$ cat src/inc/cgb_pkg.sv
// Notes on behaviour
// - The NAND output is low only when all four inputs are high, otherwise high.
// - The edge NAND pulses high for one cycle when some input is now low and all were high the cycle before.
// - An unconnected edge NAND input counts as high for the present condition, and for the previous one from the second strobe after reset.
// - The OR output is high when any of its four inputs is high, low only when all are low.
// - Unconnected OR, NOR and XOR inputs count as low.
// - The NOR output is high only when all inputs are low and goes low once any input is high.
// - The XOR has two inputs and is high when they differ.
// - The NOT drives the complement of its single input every cycle.
// - NOR and OR take four inputs with all sixteen combinations defined.
// - Each input of every gate can be inverted on its own before the gate function.
// - An unconnected plain NAND input counts as high.
package cgb_pkg;
   localparam int unsigned CGB_NIN = 4;
   localparam int unsigned CGB_NXOR = 2;
   localparam logic [3:0] CGB_HIST_RST = 4'h0;
   localparam logic [5:0] CGB_OUT_RST = 6'h00;

   typedef enum logic [2:0] {
      CGB_NAND  = 3'h0,
      CGB_ENAND = 3'h1,
      CGB_OR    = 3'h2,
      CGB_NOR   = 3'h3,
      CGB_XOR   = 3'h4,
      CGB_NOT   = 3'h5
   } cgb_kind_e;

   // Per-gate input group: levels, which pins are wired, which are inverted.
   typedef struct packed {
      logic [3:0] level;
      logic [3:0] conn;
      logic [3:0] inv;
   } cgb_in_s;

   typedef struct packed {
      logic nand_q;
      logic enand_q;
      logic or_q;
      logic nor_q;
      logic xor_q;
      logic not_q;
   } cgb_out_s;
endpackage : cgb_pkg

$ cat src/verilog/cgb_gates.sv
`timescale 1ns/1ns
`default_nettype none
// Gate library evaluated on each program-cycle strobe; outputs hold between strobes.
module cgb_gates
   import cgb_pkg::*;
(
   input  wire logic     clock_i,
   input  wire logic     sys_rst_i,
   input  wire logic     cycle_i,
   input  wire cgb_in_s  nand_in_i,
   input  wire cgb_in_s  enand_in_i,
   input  wire cgb_in_s  or_in_i,
   input  wire cgb_in_s  nor_in_i,
   input  wire cgb_in_s  xor_in_i,
   input  wire cgb_in_s  not_in_i,
   output var cgb_out_s  q_o
);
   logic [3:0] nand_c;
   logic [3:0] enand_c;
   logic [3:0] or_c;
   logic [3:0] nor_c;
   logic [3:0] xor_c;
   logic [3:0] not_c;
   logic [3:0] hist_r;
   cgb_out_s   q_r;
   cgb_out_s   q_nxt;
   logic       strb_seen_r;

   cgb_cond u_nand  (.in_i(nand_in_i),  .open_lvl_i(1'b1), .cond_o(nand_c));
   cgb_cond u_enand (.in_i(enand_in_i), .open_lvl_i(1'b1), .cond_o(enand_c));
   cgb_cond u_or    (.in_i(or_in_i),    .open_lvl_i(1'b0), .cond_o(or_c));
   cgb_cond u_nor   (.in_i(nor_in_i),   .open_lvl_i(1'b0), .cond_o(nor_c));
   cgb_cond u_xor   (.in_i(xor_in_i),   .open_lvl_i(1'b0), .cond_o(xor_c));
   cgb_cond u_not   (.in_i(not_in_i),   .open_lvl_i(1'b0), .cond_o(not_c));

   always_comb begin
      q_nxt         = q_r;
      q_nxt.nand_q  = ~(&nand_c);
      q_nxt.enand_q = (&hist_r) & ~(&enand_c);
      q_nxt.or_q    = |or_c;
      q_nxt.nor_q   = ~(|nor_c);
      q_nxt.xor_q   = xor_c[0] ^ xor_c[1];
      q_nxt.not_q   = ~not_c[0];
   end

   // History starts all low, so the first strobe can never see an all-high past.
   always_ff @(posedge clock_i) begin
      if (sys_rst_i) begin
         hist_r <= CGB_HIST_RST;
      end else if (cycle_i) begin
         hist_r <= enand_c;
      end
   end

   always_ff @(posedge clock_i) begin
      if (sys_rst_i) begin
         q_r <= cgb_out_s'(CGB_OUT_RST);
      end else if (cycle_i) begin
         q_r <= q_nxt;
      end
   end

   assign q_o = q_r;

   // Only the first-evaluation check reads this flag; it takes no part in the gate behaviour.
   always_ff @(posedge clock_i) begin
      if (sys_rst_i) begin
         strb_seen_r <= 1'h0;
      end else if (cycle_i) begin
         strb_seen_r <= 1'h1;
      end
   end

   // Plain gates: each strobe is judged at the next rising edge, from the raw pin fields where possible.
   chk_nand_value: assert property (
      @(posedge clock_i) disable iff (sys_rst_i)
      cycle_i |=> q_o.nand_q == ~(&$past(nand_c))
   ) else $error("nand output wrong");

   chk_nand_raw: assert property (
      @(posedge clock_i) disable iff (sys_rst_i)
      cycle_i && (nand_in_i.conn == 4'hF) && ((nand_in_i.level ^ nand_in_i.inv) != 4'hF) |=> q_o.nand_q
   ) else $error("nand low with a low pin");

   chk_nand_open: assert property (
      @(posedge clock_i) disable iff (sys_rst_i)
      cycle_i && (nand_in_i.conn == 4'h0) |=> !q_o.nand_q
   ) else $error("open nand not low");

   chk_or_value: assert property (
      @(posedge clock_i) disable iff (sys_rst_i)
      cycle_i |=> q_o.or_q == |$past(or_c)
   ) else $error("or output wrong");

   chk_or_raw: assert property (
      @(posedge clock_i) disable iff (sys_rst_i)
      cycle_i && (|(or_in_i.conn & (or_in_i.level ^ or_in_i.inv))) |=> q_o.or_q
   ) else $error("or low with a high pin");

   chk_or_open: assert property (
      @(posedge clock_i) disable iff (sys_rst_i)
      cycle_i && (or_in_i.conn == 4'h0) |=> !q_o.or_q
   ) else $error("open or not low");

   chk_open_low: assert property (
      @(posedge clock_i) disable iff (sys_rst_i)
      cycle_i && (nor_in_i.conn == 4'h0) |=> q_o.nor_q
   ) else $error("open nor not high");

   chk_nor_value: assert property (
      @(posedge clock_i) disable iff (sys_rst_i)
      cycle_i && (|nor_c) |=> !q_o.nor_q
   ) else $error("nor not low");

   chk_nor_raw: assert property (
      @(posedge clock_i) disable iff (sys_rst_i)
      cycle_i && (|(nor_in_i.conn & (nor_in_i.level ^ nor_in_i.inv))) |=> !q_o.nor_q
   ) else $error("nor high with a high pin");

   chk_nor_all_low: assert property (
      @(posedge clock_i) disable iff (sys_rst_i)
      cycle_i && !(|nor_c) |=> q_o.nor_q
   ) else $error("nor low with all pins low");

   chk_xor_value: assert property (
      @(posedge clock_i) disable iff (sys_rst_i)
      cycle_i |=> q_o.xor_q == ($past(xor_c[0]) ^ $past(xor_c[1]))
   ) else $error("xor wrong");

   chk_xor_same: assert property (
      @(posedge clock_i) disable iff (sys_rst_i)
      cycle_i && (xor_c[0] == xor_c[1]) |=> !q_o.xor_q
   ) else $error("xor high with equal pins");

   chk_xor_open: assert property (
      @(posedge clock_i) disable iff (sys_rst_i)
      cycle_i && (xor_in_i.conn[1:0] == 2'h0) |=> !q_o.xor_q
   ) else $error("open xor not low");

   chk_not_value: assert property (
      @(posedge clock_i) disable iff (sys_rst_i)
      cycle_i && not_in_i.conn[0] |=> q_o.not_q == ~($past(not_in_i.level[0]) ^ $past(not_in_i.inv[0]))
   ) else $error("not wrong");

   chk_not_open: assert property (
      @(posedge clock_i) disable iff (sys_rst_i)
      cycle_i && !not_in_i.conn[0] |=> q_o.not_q
   ) else $error("open not input not read as low");

   // Edge NAND: a pulse needs an all-high history and a low pin now, and lasts one evaluation.
   chk_enand_pulse: assert property (
      @(posedge clock_i) disable iff (sys_rst_i)
      cycle_i |=> q_o.enand_q == ((&$past(hist_r)) & ~(&$past(enand_c)))
   ) else $error("edge nand wrong");

   chk_enand_rise: assert property (
      @(posedge clock_i) disable iff (sys_rst_i)
      cycle_i && (&hist_r) && !(&enand_c) |=> q_o.enand_q
   ) else $error("edge nand missed a pulse");

   chk_enand_no_past: assert property (
      @(posedge clock_i) disable iff (sys_rst_i)
      cycle_i && !(&hist_r) |=> !q_o.enand_q
   ) else $error("edge nand pulsed without high history");

   chk_enand_steady: assert property (
      @(posedge clock_i) disable iff (sys_rst_i)
      cycle_i && (&enand_c) |=> !q_o.enand_q
   ) else $error("edge nand pulsed with all pins high");

   chk_enand_once: assert property (
      @(posedge clock_i) disable iff (sys_rst_i)
      cycle_i && q_o.enand_q |=> !q_o.enand_q
   ) else $error("edge nand pulse lasted two evaluations");

   chk_enand_open: assert property (
      @(posedge clock_i) disable iff (sys_rst_i)
      cycle_i && (enand_in_i.conn == 4'h0) |=> !q_o.enand_q
   ) else $error("open edge nand pulsed");

   chk_enand_open_hist: assert property (
      @(posedge clock_i) disable iff (sys_rst_i)
      cycle_i && (enand_in_i.conn == 4'h0) |=> hist_r == 4'hF
   ) else $error("open edge nand history not high");

   // Strobe and reset: nothing moves between strobes, and reset leaves no history behind.
   chk_hold_idle: assert property (
      @(posedge clock_i) disable iff (sys_rst_i)
      !cycle_i |=> $stable(q_o)
   ) else $error("output moved without strobe");

   chk_hist_load: assert property (
      @(posedge clock_i) disable iff (sys_rst_i)
      cycle_i |=> hist_r == $past(enand_c)
   ) else $error("history not loaded on strobe");

   chk_hist_hold: assert property (
      @(posedge clock_i) disable iff (sys_rst_i)
      !cycle_i |=> $stable(hist_r)
   ) else $error("history moved without strobe");

   chk_hist_reset: assert property (
      @(posedge clock_i)
      sys_rst_i |=> hist_r == CGB_HIST_RST
   ) else $error("history not cleared by reset");

   chk_out_reset: assert property (
      @(posedge clock_i)
      sys_rst_i |=> q_o == cgb_out_s'(CGB_OUT_RST)
   ) else $error("outputs not cleared by reset");

   chk_first_cycle: assert property (
      @(posedge clock_i)
      sys_rst_i |=> !q_o.enand_q
   ) else $error("pulse after reset");

   chk_first_strobe: assert property (
      @(posedge clock_i) disable iff (sys_rst_i)
      cycle_i && !strb_seen_r |=> !q_o.enand_q
   ) else $error("first evaluation after reset pulsed");

   chk_release_quiet: assert property (
      @(posedge clock_i) disable iff (sys_rst_i)
      $fell(sys_rst_i) |=> !q_o.enand_q
   ) else $error("pulse at reset release");
endmodule : cgb_gates
`default_nettype wire

$ cat src/verilog/cgb_cond.sv
`timescale 1ns/1ns
`default_nettype none
// Applies per-pin inversion, then substitutes the default level for open pins.
module cgb_cond
   import cgb_pkg::*;
(
   input  wire cgb_in_s    in_i,
   input  wire logic       open_lvl_i,
   output logic [3:0]      cond_o
);
   genvar g;
   generate
      for (g = 0; g < CGB_NIN; g++) begin : g_pin
         assign cond_o[g] = in_i.conn[g] ? (in_i.level[g] ^ in_i.inv[g]) : open_lvl_i;
      end
   endgenerate
endmodule : cgb_cond
`default_nettype wire

$ cat config.mk
export PLATFORM = sky130hd
export DESIGN_NAME = cgb_gates
export DESIGN_NICKNAME = d
export VERILOG_FILES = /design/src/inc/cgb_pkg.sv /design/src/verilog/cgb_gates.sv /design/src/verilog/cgb_cond.sv
export SDC_FILE = /design/constraint.sdc
export NUM_CORES = 1
export LEC_CHECK = 0
export ABC_AREA = 1
export BUFFER_PORTS_ARGS = -buffer_cell sky130_fd_sc_hd__buf_2
export CELL_PAD_IN_SITES_DETAIL_PLACEMENT = 0
export CELL_PAD_IN_SITES_GLOBAL_PLACEMENT = 1
export CORE_MARGIN = 3
export CORE_UTILIZATION = 26
export DETAILED_ROUTE_END_ITERATION = 6
export GPL_TIMING_DRIVEN = 0
export PLACE_DENSITY_LB_ADDON = 0.1
export SETUP_SLACK_MARGIN = 0.2
export SLEW_MARGIN = 20
export SYNTH_ARGS = -nofsm -noshare
export SYNTH_HDL_FRONTEND = slang
export SYNTH_HIERARCHICAL = 1
export SYNTH_SLANG_ARGS = --single-unit
$ cat constraint.sdc
create_clock -name clock_i -period 1.75 [get_ports clock_i]
set_input_delay 0.0875 -clock clock_i [delete_from_list [all_inputs] [get_ports clock_i]]
set_output_delay 0.0875 -clock clock_i [all_outputs]
set_load 0.005 [all_outputs]
## Word-level counts from Yosys, hierarchy flattened

Index checks and enable logic that the tools add are counted.
Widths: inputs -> output; s select.

- Register bits: 10
- Input port bits: 75

- Mux-type cells: 19
- Bitwise operators: 25
- Reductions and logical operators: 5

Operators by type and width:

| operator | number |
|---|---|
| $xor 1x1->1 | 20 |
| $mux 1 | 19 |
| $reduce_and 4->1 | 3 |
| $reduce_or 4->1 | 2 |
| $not 1->1 | 4 |
| $and 1x1->1 | 1 |

## Logic depth before layout (Yosys ltp)

- Depth in word-level cells: 5
- Depth in mapped cells: 7
- Mapped depth without buffers: 7

## By module

The synthesis kept the hierarchy.

By module, submodules not included:

| module | times used | cells an instance | area an instance (um^2) | seq. area each (um^2) |
|---|---|---|---|---|
| cgb_cond | 6 | 32 | 125.1 | 0.0 |
| cgb_gates | 1 | 54 | 401.6 | 200.2 |

## Worst setup path after synthesis

No wires, ideal clock.

- Path kind: input to register
- Start point: input port xor_in_i[9] (netlist name)
- End point: register q_r, in the netlist q_o[1]
- Arrival time: 555 ps
- Setup slack: 1082 ps
- Stages: 7
- Path buffers: 0
- Cell sequence: inv_1 > nand2_1 > nand3_1 > nand2_1 > xor2_1 > o21ai_1 > inv_1

- Cells in the longest elaborated chain, start to end: 3

Ends and longest elaborated chain:

| what | RTL line | source |
|---|---|---|
| start, declared | cgb_gates.sv:14 | `input wire cgb_in_s xor_in_i,` |
| $xor 1x1->1 | cgb_cond.sv:14 | `assign cond_o[g] = in_i.conn[g] ? (in_i.level[g] ^ in_i.inv[g]) : open_lvl_i;` |
| $mux 1 | cgb_cond.sv:14 |  |
| via xor_c[1] | cgb_gates.sv:22 | `logic [3:0] xor_c;` |
| $xor 1x1->1 | cgb_gates.sv:42 | `q_nxt.xor_q = xor_c[0] ^ xor_c[1];` |
| end signal, assigned | cgb_gates.sv:57 | `q_r <= cgb_out_s'(CGB_OUT_RST);` |
| end signal, assigned | cgb_gates.sv:59 | `q_r <= q_nxt;` |
| end, declared | cgb_gates.sv:25 | `cgb_out_s q_r;` |

The timed path passes the listed nets, and every way through them passes these cells.
A chain may end at the register's enable or synchronous reset.

## Worst setup path in the final report

- Start point: register q_r, in the netlist q_o[2]
- End point: output port q_o[2] (netlist name)

RTL lines:

| what | RTL line | source |
|---|---|---|
| end, declared | cgb_gates.sv:16 | `output var cgb_out_s q_o` |

No word-level cell between the ends.

==> summary.txt <==
Status
  – Result of the run: complete, no violations

STA
  – Final Cycle Share: 43.84%
  – RSZ-0062 raised after global routing: false
  – Post-route minimum period: 0.7672 ns
  – Hold slack: 0.06789 ns
  – Setup TNS Final: 0 ns
  – Max Transition Viols Final: 0
  – Worst clock skew on the final layout: 0.002305 ns
  – Final hold violation count: 0
  – Maximum operating frequency: 1303 MHz
  – Final setup fails: 0

Clock tree
  – Post-CTS Setup Inserts: 0
  – Maximum buffer depth of the clock tree: 2
  – Sink count of the clock tree: 10
  – Count of instances resized after the clock tree is built: 0
  – Maximum level of the CTS H-tree: 1
  – Clock-pin slew reported for the worst setup and hold paths after clock tree synthesis: 0.05 ns
  – CTS Hold Bufs: 0
  – TritonCTS Buffers: 3
  – Worst skew pair latency: 0.23 ns
  – CTS root buf: clkbuf_8
  – TritonCTS clock tree: done

Floorplan
  – Initial Utilization: 28.29%
  – DIE AREA: 0.004609 mm2
  – Width of the die: 67.89 um
  – Core Area: 0.003521 mm2
  – Placement row count: 21
  – Top-Level Pins: 81
  – Die Y: 67.89 um

Cells and area
  – Layout area overhead: 50.38%
  – Multi-input combinational cell area: 623.1 um2
  – Ant. Diodes: 0
  – Post-route cell area: 0.001498 mm2
  – Final cell count without fillers: 338
  – Final-layout fill cell count: 400
  – Footprint of the flip-flops and latches: 200.2 um2
  – Share of post-route cells with drive strength above 1: 23.97%
  – Count of nets after finishing: 368

Power
  – Highest ir drop seen on vdd: 0.0002365 V
  – P_int: 550.2 uW
  – Clk pwr share: 37.7%
  – Reported net switching power: 210.4 uW
  – Power Total: 760.6 uW
  – Pleak: 0.001068 uW
  – Switching portion of total power: 27.67%
  – Sequential share of power: 33.1%
  – Combinational Power Share: 29.2%
  – Power per cell area: 507.8 mW/mm2

Worst setup path
  – Number of cell instances on the worst register-to-register path: 4
  – Flop2flop setup slack: 1.02 ns
  – Peak fanout along the critical path: 2
  – Worst Path Buf+Inv: 1
  – Required time at the worst-slack endpoint: 1.66 ns
  – CP Cell Sequence: buf_2
  – Largest incremental delay on the critical path: 0.33 ns
  – Worst R2R End: q_o[4]
  – Category of the worst setup path launch point: flip-flop
  – Worst setup path class: flip-flop to primary output
  – Type of destination of the critical path: primary output
  – Reg-to-reg critical path startpoint: hist_r[3]
  – Data arrival, critical path: 0.68 ns
  – Max stage delay cell, worst path: dfxtp_1
  – Crit path max-delay family: flip-flops

Drt
  – Vias post-DR: 1264
  – Detailed router's first-iteration violation count: 28
  – Total detailed-routing wirelength: 2290 um
  – Antenna-violating nets left: 0
  – DRC violations left: 0
  – Average via count per standard cell: 3.740
  – 1st-pass router iterations: 3
  – Drt wl/cell: 6.775 um

Job
  – Max Cap Viol: 0

Synthesis
  – Synth Warn #: 6
  – Cell count after synthesis: 206
  – Mapped cell area: 996.0 um2
  – Syn_area_per_cell: 4.835 um2

Hold path
  – Worst Min Path Start: sys_rst_i
  – Worst Hold Path Cells: 2
  – Class of the most critical hold timing path: input port to flip-flop
  – Hold Crit Endpoint: q_o[5]

Placement
  – Instance area after placement: 0.001443 mm2
  – Count of placed standard cells including taps: 334
  – Number of port buffers: 65
  – Global placer's final weighted congestion: 0.6760
  – Total half-perimeter wirelength after legalization and detailed placement: 2028 um

Global routing
  – Global-route total usage across every layer: 9.709%
  – Pin count of the biggest net entering global routing: 11
  – Number of global-route vias before repair: 959
  – Global-route wire length before repair: 3512 um
  – Total congestion overflow: 0
  – Antenna violations before repair: 0
[cell type report]
class                   instances  share of cell area [%]
clock buffers                   4                   3.676
well taps                      46                   3.843
plain buffers                   1                  0.7519
inverters                      60                   15.04
multi-input cells             152                   41.60
flip-flops and latches         10                   13.37
repair buffers                 65                   21.72
[state kept, by name (all words and copies together) (netlist names)]
| signal | count |
|---|---|
| hist_r | 4 |
| q_o | 6 |
[stage by stage]
step	util, %	setup slack, ns
after floorplan	-	1.082
after global placement	40.97	0.9230
after detailed placement	40.97	0.9122
after CTS	42.54	0.9640
after global routing	42.54	0.9309
final	42.54	0.9828
[worst register-to-register path: cells and delay by family (launching register included)]
kind | cells | cell delay, ns
AND/OR/NAND/NOR | 3 | 0.22
flip-flops | 1 | 0.33
AO/OA/AOI/OAI | 1 | 0.11
[power groups by stage]
stage / Clock [uW] / Combinational, uW / Sequential [uW]
6_report: 287 / 222 / 252
3_5_place_dp: 0 / 225 / 256
4_1_cts: 295 / 226 / 252
5_1_grt: 305 / 261 / 254
3_3_place_gp: 0 / 226 / 256
2_1_floorplan: 0 / 119 / 256
[metal layers]
layer / global-route usage (%) / vias up / wire length [um]
met5: 0 / - / 0
met3: 1.149 / 4 / 196
met4: 5.211 / 0 / 39
li1: - / 751 / -
met2: 16.65 / 40 / 946
met1: 11.78 / 469 / 1107
[worst max path at each step]
stage | startpoint | depth (start not counted) | endpoint
floorplan | xor_in_i[9] | 7 | q_o[1]
global placement | xor_in_i[9] | 8 | q_o[1]
detailed placement | xor_in_i[9] | 8 | q_o[1]
CTS | q_o[2] | 1 | q_o[2]
global route | q_o[2] | 1 | q_o[2]
finish | q_o[2] | 1 | q_o[2]
[cells in the final DEF (no fill, tap or decap), drive strengths merged]
cell,n
nand2,82
buf,66
inv,60
nand3,20
conb,19
nor2,14
dfxtp,10
o21ai,8
a21oi,5
clkbuf,4
nand4,2
nor3,1
xor2,1
Note: power is estimated with default switching activity, not from simulation.
